==> src/shared/clkdiv_map.svh <==
// register offsets, reset values, field positions of the divider bank
`ifndef CLKDIV_MAP_SVH
`define CLKDIV_MAP_SVH

// --------------------------------------------------------------------
// register offsets (byte addresses on the programming port)
// --------------------------------------------------------------------
`define CDR_OUT2_MID_OFS 8'h1d
`define CDR_OUT2_LOW_OFS 8'h1e
`define CDR_OUT3_HIGH_OFS 8'h1f
`define CDR_OUT3_MID_OFS 8'h20
`define CDR_OUT3_LOW_OFS 8'h21
`define CDR_OUT4_HIGH_OFS 8'h22
`define CDR_OUT4_MID_OFS 8'h23
`define CDR_OUT4_LOW_OFS 8'h24
`define CDR_OUT5_HIGH_OFS 8'h25
`define CDR_OUT5_MID_OFS 8'h26
`define CDR_OUT5_LOW_OFS 8'h27
`define CDR_FB_CTRL_OFS 8'h28
`define CDR_FB_MID_OFS 8'h29

// --------------------------------------------------------------------
// reset values and writable masks
// --------------------------------------------------------------------
`define CDR_ZERO_RST 8'h00
`define CDR_LOW_BYTE_RST 8'h31
`define CDR_FB_CTRL_RST 8'hc0
`define CDR_NIBBLE_MASK 8'h0f
`define CDR_FB_CTRL_MASK 8'hef
`define CDR_FULL_MASK 8'hff

// --------------------------------------------------------------------
// field positions and decode constants
// --------------------------------------------------------------------
`define CDR_HS_CODE_MSB 7
`define CDR_HS_CODE_LSB 5
`define CDR_RSVD_BIT 4
`define CDR_HS_RATIO_BASE 4'h4

`endif

==> src/shared/clkdiv_pkg.sv <==
// types shared by the divider configuration bank
package clkdiv_pkg;
  typedef logic [7:0] byte_t;      // one programming-port register
  typedef logic [19:0] ratio_t;    // one 20-bit divider field
  typedef logic [2:0] hs_code_t;   // high-speed divider code
  typedef logic [3:0] hs_ratio_t;  // decoded high-speed ratio 4..11
endpackage

==> src/shared/ratio_if.sv <==
// staged/active handshake between the register file and a ratio shadow
`timescale 1ns/1ps
`default_nettype none
interface ratio_if;
  clkdiv_pkg::ratio_t staged;  // bytes as software last wrote them
  logic commit;                // one-cycle load strobe
  clkdiv_pkg::ratio_t active;  // ratio the divider really uses
  modport src (output staged, output commit, input active);
  modport shd (input staged, input commit, output active);
endinterface
`default_nettype wire

==> src/design/ratio_shadow.sv <==
// active copy of one divider ratio, loaded whole on a commit strobe
`timescale 1ns/1ps
`default_nettype none
module ratio_shadow #(
  parameter clkdiv_pkg::ratio_t RST = 20'h0_0000
) (
  // clock and reset
  input wire logic clk_sys_in,
  input wire logic rst_n_in,
  // staged ratio in, active ratio out
  ratio_if.shd rif
);

  // --------------------------------------------------------------------
  // shadow register
  // --------------------------------------------------------------------
  // the divider only ever sees a full ratio, never a half-written one
  always_ff @(posedge clk_sys_in) begin
    if (!rst_n_in) begin
      rif.active <= RST;
    end else if (rif.commit) begin
      rif.active <= rif.staged;
    end
  end
endmodule
`default_nettype wire

==> src/design/hs_decode.sv <==
// decode of a 3-bit high-speed divider code into its ratio
`timescale 1ns/1ps
`default_nettype none
`include "clkdiv_map.svh"
module hs_decode (
  // code in
  input wire clkdiv_pkg::hs_code_t code_in,
  // decoded ratio and coarse-skew block
  output logic [3:0] ratio_out,
  output logic skew_block_out
);

  // --------------------------------------------------------------------
  // decode
  // --------------------------------------------------------------------
  // ratio is code plus four: 000 -> 4 up to 111 -> 11
  always_comb begin
    ratio_out = {1'b0, code_in} + `CDR_HS_RATIO_BASE;
    // smallest ratio cannot take coarse skew steps from the pin
    skew_block_out = (code_in == 3'h0);
  end

endmodule
`default_nettype wire

==> src/design/clkdiv_cfg_regs.sv <==
// divider ratio configuration bank behind the programming port
//
// Overview of operation
// - third output ratio, 20 bits, zero or odd
// - fourth output ratio, 20 bits, zero or odd
// - fifth output ratio, 20 bits, zero or odd
// - feedback high-speed code decodes to code plus four
// - feedback low-speed upper nibble, bit four reserved
// - feedback low-speed field is ratio minus one
// - feedback control register resets to 1100 0000
// - low bytes reset 0x31, feedback control 0xc0, others zero
// - shared prescaler 4..11, code zero blocks skew
`timescale 1ns/1ps
`default_nettype none
`include "clkdiv_map.svh"
module clkdiv_cfg_regs (
  // clock and reset
  input wire logic clk_sys_in,
  input wire logic rst_n_in,
  // register access from the programming port
  input wire logic [7:0] reg_addr_in,
  input wire logic reg_wr_in,
  input wire logic reg_rd_in,
  input wire logic [7:0] reg_wdata_in,
  output logic [7:0] reg_rdata_out,
  output logic reg_rvalid_out,
  // fields held by neighbouring registers
  input wire logic [7:0] fb_lowspeed_low_byte_in,
  input wire logic [2:0] shared_output_prescaler_code_in,
  // output divider ratios
  output logic [15:0] second_output_divider_out,
  output logic [19:0] third_output_divider_out,
  output logic [19:0] fourth_output_divider_out,
  output logic [19:0] fifth_output_divider_out,
  output logic [2:0] div_legal_out,
  // feedback path and shared prescaler
  output logic [3:0] feedback_highspeed_ratio_out,
  output logic [20:0] feedback_lowspeed_ratio_out,
  output logic feedback_lowspeed_legal_out,
  output logic [3:0] shared_output_prescaler_ratio_out,
  output logic coarse_skew_block_out
);

  // --------------------------------------------------------------------
  // constants
  // --------------------------------------------------------------------
  localparam int NREG = 13;  // registers in the bank
  localparam int NCH = 5;    // out2..out5 and feedback
  localparam logic [7:0] FIRST = `CDR_OUT2_MID_OFS;
  localparam logic [7:0] LAST = `CDR_FB_MID_OFS;
  localparam clkdiv_pkg::byte_t FB_RST = `CDR_FB_CTRL_RST;
  // index of the last byte of each ratio; writing it commits the ratio
  localparam logic [3:0] COMMIT_IDX [NCH] = '{4'h1, 4'h4, 4'h7, 4'ha,
                                              4'hc};
  // reset ratios laid out like the staged words below
  localparam clkdiv_pkg::ratio_t RST_LOW = {12'h000, `CDR_LOW_BYTE_RST};
  localparam clkdiv_pkg::ratio_t RST_FB =
    {5'h00, FB_RST[7:5], FB_RST[3:0], `CDR_ZERO_RST};
  localparam clkdiv_pkg::ratio_t RST_CH [NCH] =
    '{RST_LOW, RST_LOW, RST_LOW, RST_LOW, RST_FB};

  // --------------------------------------------------------------------
  // reset value and writable mask per register
  // --------------------------------------------------------------------
  function automatic clkdiv_pkg::byte_t rst_of(input logic [3:0] i);
    case (i)
      4'h1, 4'h4, 4'h7, 4'ha: rst_of = `CDR_LOW_BYTE_RST;
      4'hb: rst_of = `CDR_FB_CTRL_RST;
      default: rst_of = `CDR_ZERO_RST;
    endcase
  endfunction

  function automatic clkdiv_pkg::byte_t mask_of(input logic [3:0] i);
    case (i)
      4'h2, 4'h5, 4'h8: mask_of = `CDR_NIBBLE_MASK;
      4'hb: mask_of = `CDR_FB_CTRL_MASK;
      default: mask_of = `CDR_FULL_MASK;
    endcase
  endfunction

  // --------------------------------------------------------------------
  // address decode
  // --------------------------------------------------------------------
  logic in_range;           // address falls inside the bank
  logic [7:0] idx_full;     // address minus first offset
  logic [3:0] idx;          // register index 0..12
  logic wr_hit;             // accepted write this cycle
  logic is_commit;          // write hits the last byte of some ratio
  clkdiv_pkg::byte_t regs_r [NREG]; // staged register contents
  logic [NCH-1:0] commit_r;         // per-ratio load strobe
  logic [NCH-1:0][19:0] staged_w;   // staged ratio words
  logic [NCH-1:0][19:0] active_w;   // active ratio words

  assign idx_full = reg_addr_in - FIRST;
  assign idx = idx_full[3:0];

  // range check first, so unmapped offsets never touch the array
  always_comb begin
    if (reg_addr_in < FIRST) begin
      in_range = 1'b0;
    end else if (reg_addr_in > LAST) begin
      in_range = 1'b0;
    end else begin
      in_range = 1'b1;
    end
  end

  assign wr_hit = reg_wr_in && in_range;
  assign is_commit = (idx == COMMIT_IDX[0]) || (idx == COMMIT_IDX[1]) ||
                     (idx == COMMIT_IDX[2]) || (idx == COMMIT_IDX[3]) ||
                     (idx == COMMIT_IDX[4]);

  // --------------------------------------------------------------------
  // register storage
  // --------------------------------------------------------------------
  // reserved bits are masked on the way in, so they always read zero
  always_ff @(posedge clk_sys_in) begin
    if (!rst_n_in) begin
      for (int i = 0; i < NREG; i++) begin
        regs_r[i] <= rst_of(4'(i));
      end
    end else if (wr_hit) begin
      regs_r[idx] <= reg_wdata_in & mask_of(idx);
    end
  end

  // --------------------------------------------------------------------
  // read port
  // --------------------------------------------------------------------
  // unmapped reads answer zero one cycle after the strobe
  always_ff @(posedge clk_sys_in) begin
    if (!rst_n_in) begin
      reg_rdata_out <= 8'h00;
      reg_rvalid_out <= 1'b0;
    end else begin
      reg_rvalid_out <= reg_rd_in;
      if (reg_rd_in && in_range) begin
        reg_rdata_out <= regs_r[idx];
      end else if (reg_rd_in) begin
        reg_rdata_out <= 8'h00;
      end
    end
  end

  // --------------------------------------------------------------------
  // commit strobes
  // --------------------------------------------------------------------
  // delayed one cycle so the shadow sees the byte just written
  always_ff @(posedge clk_sys_in) begin
    if (!rst_n_in) begin
      commit_r <= '0;
    end else begin
      for (int c = 0; c < NCH; c++) begin
        commit_r[c] <= wr_hit && (idx == COMMIT_IDX[c]);
      end
    end
  end

  // --------------------------------------------------------------------
  // staged ratio words, lowest offset most significant
  // --------------------------------------------------------------------
  always_comb begin
    staged_w[0] = {4'h0, regs_r[0], regs_r[1]};
    staged_w[1] = {regs_r[2][3:0], regs_r[3], regs_r[4]};
    staged_w[2] = {regs_r[5][3:0], regs_r[6], regs_r[7]};
    staged_w[3] = {regs_r[8][3:0], regs_r[9], regs_r[10]};
    staged_w[4] = {5'h00, regs_r[11][`CDR_HS_CODE_MSB:`CDR_HS_CODE_LSB],
                   regs_r[11][3:0], regs_r[12]};
  end

  // --------------------------------------------------------------------
  // one shadow per ratio
  // --------------------------------------------------------------------
  ratio_if rif [NCH] ();

  for (genvar c = 0; c < NCH; c++) begin : g_ch
    assign rif[c].staged = staged_w[c];
    assign rif[c].commit = commit_r[c];
    assign active_w[c] = rif[c].active;
    ratio_shadow #(.RST(RST_CH[c])) u_shadow (
      .clk_sys_in(clk_sys_in),
      .rst_n_in(rst_n_in),
      .rif(rif[c])
    );
  end

  // --------------------------------------------------------------------
  // high-speed decoders
  // --------------------------------------------------------------------
  logic [3:0] fb_hs_ratio;   // feedback high-speed ratio
  logic [3:0] pre_ratio;     // shared output prescaler ratio
  logic pre_skew_block;      // prescaler code zero

  hs_decode u_fb_hs (
    .code_in(active_w[4][14:12]),
    .ratio_out(fb_hs_ratio),
    .skew_block_out()
  );

  hs_decode u_pre_hs (
    .code_in(shared_output_prescaler_code_in),
    .ratio_out(pre_ratio),
    .skew_block_out(pre_skew_block)
  );

  // --------------------------------------------------------------------
  // registered divider outputs
  // --------------------------------------------------------------------
  // zero or odd is the only legal output setting; flagged for out3..out5 only (out2 has no flag), not altered
  always_ff @(posedge clk_sys_in) begin
    if (!rst_n_in) begin
      second_output_divider_out <= RST_LOW[15:0];
      third_output_divider_out <= RST_LOW;
      fourth_output_divider_out <= RST_LOW;
      fifth_output_divider_out <= RST_LOW;
      div_legal_out <= 3'h7;
    end else begin
      second_output_divider_out <= active_w[0][15:0];
      third_output_divider_out <= active_w[1];
      fourth_output_divider_out <= active_w[2];
      fifth_output_divider_out <= active_w[3];
      for (int c = 0; c < 3; c++) begin
        div_legal_out[c] <= (active_w[c+1] == 20'h0_0000) ||
                            active_w[c+1][0];
      end
    end
  end

  // feedback field holds ratio minus one; odd fields give even ratios
  always_ff @(posedge clk_sys_in) begin
    if (!rst_n_in) begin
      feedback_highspeed_ratio_out <= 4'ha;
      feedback_lowspeed_ratio_out <= 21'h00_0001;
      feedback_lowspeed_legal_out <= 1'b0;
      shared_output_prescaler_ratio_out <= `CDR_HS_RATIO_BASE;
      coarse_skew_block_out <= 1'b1;
    end else begin
      feedback_highspeed_ratio_out <= fb_hs_ratio;
      feedback_lowspeed_ratio_out <=
        {1'b0, active_w[4][11:0], fb_lowspeed_low_byte_in} +
        21'h00_0001;
      feedback_lowspeed_legal_out <= fb_lowspeed_low_byte_in[0];
      shared_output_prescaler_ratio_out <= pre_ratio;
      coarse_skew_block_out <= pre_skew_block;
    end
  end
endmodule
`default_nettype wire

==> config.mk <==
export PLATFORM = sky130hd
export DESIGN_NAME = clkdiv_cfg_regs
export DESIGN_NICKNAME = d
export VERILOG_FILES = /design/src/shared/clkdiv_pkg.sv /design/src/shared/ratio_if.sv /design/src/design/ratio_shadow.sv /design/src/design/hs_decode.sv /design/src/design/clkdiv_cfg_regs.sv
export VERILOG_INCLUDE_DIRS = /design/src /design/src/shared
export SDC_FILE = /design/constraint.sdc
export NUM_CORES = 1
export LEC_CHECK = 0
export ABC_CLOCK_PERIOD_IN_PS = 7800
export BUFFER_PORTS_ARGS = -buffer_cell sky130_fd_sc_hd__buf_2
export CORE_AREA = 5 5 152 154
export DETAILED_ROUTE_END_ITERATION = 16
export DIE_AREA = 0 0 157 159
export PLACE_DENSITY = 0.91
export SETUP_SLACK_MARGIN = 0.1
export SKIP_LAST_GASP = 1
export SLEW_MARGIN = 20
export SYNTH_ARGS = -nofsm -noshare
export SYNTH_HDL_FRONTEND = slang
export SYNTH_SLANG_ARGS = --single-unit
==> constraint.sdc <==
create_clock -name clk_sys_in -period 7.8 [get_ports clk_sys_in]
set_input_delay 0.78 -clock clk_sys_in [delete_from_list [all_inputs] [get_ports clk_sys_in]]
set_output_delay 0.78 -clock clk_sys_in [all_outputs]
set_load 0.05 [all_outputs]
Word-level counts from Yosys, hierarchy flattened
Memories as Yosys holds them, arrays and structs flattened. A register that Yosys moved wholly into a read port is not among the register bits.
Cells that the tools add are included.
- $add $sub $neg: 4
- multipliers: 0
- div/mod/pow operators: 0
- $lt $le $gt $ge: 2
- equal/unequal tests: 9
- shifts and indexed selects: 0
- muxes and demuxes: 17
- bitwise logic cells: 1
- reductions and logical operators: 30
- operators by type and width (operator ; count):
    2-to-1 mux 8 bit ; 8
    logical NOT 20 bit ; 3
    adder 20 x 1 -> 21 bit (second input constant) ; 1
    equality test 4 bit (second input constant) ; 4
    one-hot mux 8 bit (2 select lines) ; 1
    logical NOT 1 bit ; 13
    equality test 4 x 3 -> 1 bit (second input constant) ; 3
    adder 3 x 3 -> 4 bit (second input constant) ; 2
    AND 8 bit ; 1
    greater-than comparator 8 x 6 -> 1 bit (second input constant) ; 1
    < comparator 8 x 5 -> 1 bit (second input constant) ; 1
    OR reduction 8 bit ; 1
    logical AND 1 bit ; 7
    2-to-1 mux 1 bit ; 7
    equality test 4 x 1 -> 1 bit (second input constant) ; 1
    equality test 4 x 2 -> 1 bit (second input constant) ; 1
    2-to-1 mux 4 bit ; 1
    subtractor 4 bit (second input constant) ; 1
    logical NOT 3 bit ; 1
    logical OR 1 bit ; 3
    OR reduction 3 bit ; 1
    nonzero test 2 bit ; 1
- register bits: 124
- latch bits: 0
- memory bits (writable): 104
- ROM bits: 0
- input port bits: 31
- output and inout port bits: 119
- word-level logic and storage cells: 77
- memories: 1
- memory list (memory ; words ; bits a word ; rd ports ; clocked after Yosys merged registers in ; wr ports ; line ; source):
    regs_r ; 13 ; 8 ; 14 ; 13 ; 13 ; clkdiv_cfg_regs.sv:89 ; clkdiv_pkg::byte_t regs_r [NREG];

Depth between registers and ports, before layout
- depth in word-level cells: 9
- mapped depth: 11
- depth with buffers taken out: 8

By module
A second synthesis with hierarchy kept.
- cells, all modules: 1056
- area, all modules: 13593.0 um^2
- by module, submodules not included (module ; times used ; cells each ; area an instance (um^2) ; sequential area each (um^2)):
    clkdiv_cfg_regs ; 1 ; 726 ; 9776.9 ; 6326.1
    ratio_shadow at g_ch[0].u_shadow ... ; 4 ; 64 ; 748.2 ; 400.4
    ratio_shadow at g_ch[4].u_shadow ; 1 ; 64 ; 750.7 ; 400.4
    hs_decode ; 2 ; 5 ; 36.3 ; 0.0

Least setup slack after synthesis
No wires, ideal clock.
- path type: input -> register
- start point: in reg_addr_in[0]
- end point: mem regs_r[11][0] in the netlist's numbering (enable)
- library setup time: 0.384 ns
- arrival: 3.090 ns
- required time: 7.416 ns
- setup slack: 4.326 ns
- stages: 9
- path buffers: 3
- cells stage by stage: buf_6 -> clkbuf_1 -> inv_1 -> ha_1 -> nand4b_1 -> nor2_2 -> o211ai_1 -> clkbuf_1 -> o21ai_0
- RTL lines (item ; line ; source):
    start, declared ; clkdiv_cfg_regs.sv:21 ; input wire logic [7:0] reg_addr_in,
    end, declared ; clkdiv_cfg_regs.sv:89 ;

==> results.tsv <==
stage	metric	value	unit
global_route	grt_pass1_vias	8521	
clock_tree	cts_buffer_depth	3	
logic_synthesis	syn_inst	1015	
timing	finalHoldViolations	0	
clock_tree	cts_setup_buffers	0	
timing	setup_viol	0	
placed_design	dp_hpwl	19.7	mm
worst_setup_path	path_class	primary input to register	
worst_setup_path	critPathMaxFanout	40	
finish	fillCellCount	1375	
worst_setup_path	critPathSlowestCell	o21ai_0	
timing	relSlewSlack	22.5	%
finish	multi_input_area	0.00472	mm2
clock_tree	insertion_delay	520	ps
global_route	grt_pass1_wl	47.4	mm
logic_synthesis	syn_area_per_cell	13.0	um2
die	start_util	61.0	%
min_path	hp-class	register to register	
run_status	status	finished clean	
logic_synthesis	synthDistinctLibCells	57	
logic_synthesis	async_flop_share	0	%
power	cellLeakagePower	5.80	nW
logic_synthesis	yosys_most_used_dff	dfxtp_1	
global_route	antenna_found_initial	1	
die	dieArea	0.0250	mm2
worst_setup_path	critPathMaxStageDelay	970	ps
logic_synthesis	synth_top_area_share	32.7	%
logic_synthesis	synth.cell_area	0.0132	mm2
die	die_height	159	um
detailed_routing	wirelength	30.5	mm
detailed_routing	postRouteAntennaNets	0	
clock_tree	ctsResizeCount	0	
detailed_routing	viasPerCell	5.80	
finish	layout-drive-gt1-share	22.7	%
timing	slew_violations	0	
power	peakVddDrop	141	uV
detailed_routing	routedWlPerCell	20.8	um
die	ios	150	
worst_setup_path	worstPathBufferInverterCount	3	
timing	rsz0062_at_grt	false	
clock_tree	root_buffer	clkbuf_16	
finish	final-instance-count-excl-fill	1462	
worst_setup_path	path_cells	buf_2 -> buf_4 -> inv_1 -> ha_1 -> nand4b_1 -> nor2_2 -> o211ai_2 -> o21ai_0	
logic_synthesis	synthTopCellsByArea	dfxtp_1 (33%), edfxtp_1 (29%), mux2i_1 (8.2%)	
finish	layout.nets	1193	
finish	syn2layout_area_growth	15.8	%
global_route	grt-ovfl-total	0	
flow_run	cap_violations	0	
timing	finalCritPeriodShare	48.6	%
clock_tree	htree_levels	2	
worst_setup_path	cp-start-kind	primary input	
detailed_routing	drt_pass1_iterations	6	
clock_tree	postCtsHoldBufs	0	
clock_tree	cts_buffers	34	
logic_synthesis	yosysSeqAreaShare	61.9	%
die	core_area	0.0216	mm2
timing	max_freq	0.264	GHz
timing	skew	25.4	ps
die	rows	54	
global_route	grt_usage	24.2	%
clock_tree	cts_tree	yes	
finish	final-seq-area	0.00815	mm2
global_route	grt_max_degree	108	
worst_setup_path	cp-end-kind	register	
power	powerDensity	249	mW/mm2
timing	fin_tns_setup	0	ps
detailed_routing	drc	0	
logic_synthesis	ys_ff_latch	343	
placed_design	place_congestion	0.863	
logic_synthesis	synth_top_area_cell	dfxtp_1	
worst_setup_path	cp.required	7930	ps
clock_tree	clock_sinks	343	
detailed_routing	vias	8474	
worst_setup_path	arrival	3920	ps
die	die_x	157	um
timing	worstMarginPinSlew	1150	ps
placed_design	dp_cells	1400	
clock_tree	clk_pin_slew_worst_paths	60	ps
placed_design	io_buffers	149	
worst_setup_path	crit_family	compound AO/OA/AOI/OAI gates	
logic_synthesis	synth_warnings	0	
timing	finalCriticalPeriod	3790	ps
logic_synthesis	synth_edf_count	128	
detailed_routing	initialDrtViolationCount	900	
layer usage:
| metal | global-route usage [%] | share of wire, % | routed length, um | vias to the layer above |
|---|---|---|---|---|
| li1 | - | - | - | 3824 |
| met1 | 31.2 | 37 | 11200 | 4017 |
| met2 | 38.6 | 48 | 14600 | 533 |
| met3 | 7.09 | 12 | 3520 | 98 |
| met4 | 9.47 | 3.8 | 1160 | 2 |
| met5 | 0 | 0.043 | 13 | - |
per-stage QoR:
stage	instance area (um2)	hold slack (ps)	utilization, %	power (mW)	setup WS (ps)
2_1_floorplan	13200	402	-	2.09	4330
3_3_place_gp	14100	433	65.2	2.15	3800
3_5_place_dp	14100	432	65.2	2.15	3550
4_1_cts	15200	447	70.6	3.80	4010
5_1_grt	15200	475	70.6	3.88	3810
6_report	15200	450	70.7	3.79	4010
power breakdown:
part	internal, mW	leakage, nW	switching, mW
Sequential	1.89	2.95	0.0297
Clock	1.01	0.575	0.652
Combinational	0.0726	2.28	0.132
Total	2.98	5.80	0.814
registers in the layout, indices dropped and copies added (netlist names):
signal / count
feedback_lowspeed_legal_out: 1
reg_rvalid_out: 1
reg_rdata_out: 8
commit_r: 5
second_output_divider_out: 16
fourth_output_divider_out: 20
regs_r: 128
shared_output_prescaler_ratio_out: 4
div_legal_out: 3
feedback_highspeed_ratio_out: 4
fifth_output_divider_out: 20
g_ch.u_shadow.rif.active: 91
feedback_lowspeed_ratio_out: 21
coarse_skew_block_out: 1
third_output_divider_out: 20
cell usage in the layout, fill, tap and decap left out, types with 7 or more instances in the layout:
cell       count
a21o_1         8
and2_1       135
buf_2        148
buf_4          7
clkbuf_1       7
clkbuf_16     38
clkbuf_8      10
conb_1        10
dfxtp_1      213
edfxtp_1     128
inv_1         11
mux2i_1      108
mux4_2        32
nand2_1       38
nand2b_1      16
nand4_1        9
nor2_1        39
nor2b_1       80
nor4_1        17
o21ai_0        9
o22ai_1        8
or3_1          7
xnor2_1       10
synthesized netlist by cell type, types with 9 or more instances:
master    instances
nor2_1           39
dfxtp_1         215
clkbuf_1         36
and2_1          135
mux2i_1         108
nand2_1          38
o21ai_0          13
edfxtp_1        128
xnor2_1          10
nor4_1           17
nor2b_1          80
nand2b_1         16
inv_1            11
buf_2            15
nand4_1           9
mux4_2           32
area by class of cell:
class	instances	share of cell area [%]
Tap cell	280	2.30
Clock buffer	55	7.32
Inverter	12	0.296
Clock inverter	6	0.337
Sequential cell	343	53.5
Antenna cell	1	0.0164
Multi-Input combinational cell	610	31.0
Timing Repair Buffer	155	5.21
worst register-to-register path, stage by stage (launching register included):
cell and delay, ps:
edfxtp_1 460, mux4_2 540, mux2i_1 230, o22ai_1 180, a21o_1 210
worst paths after layout:
| path | to | slack (ps) | startpoint | cells past startpoint |
|---|---|---|---|---|
| hold reg to reg | feedback_highspeed_ratio_out[2] | 450 | g_ch[4].u_shadow.rif.active[14] | 1 |
| setup reg to reg | reg_rdata_out[4] | 6080 | regs_r[9][4] | 4 |
| setup / recovery | regs_r[2][0] | 4010 | reg_addr_in[0] | 8 |
| hold / removal | feedback_highspeed_ratio_out[2] | 450 | g_ch[4].u_shadow.rif.active[14] | 1 |
cell families after synthesis:
group,after synthesis,synth area share (%)
xor gates and xnor gates,17,1.19
and+or+nand+nor,385,17.1
muxes,142,13.9
AOI/OAI and AO/OA,50,2.85
DFF,343,61.9
adders and majority gates,6,0.571
buffers and inverters,71,2.43
other,1,0.0285
Note: power is estimated with default switching activity, not from simulation.
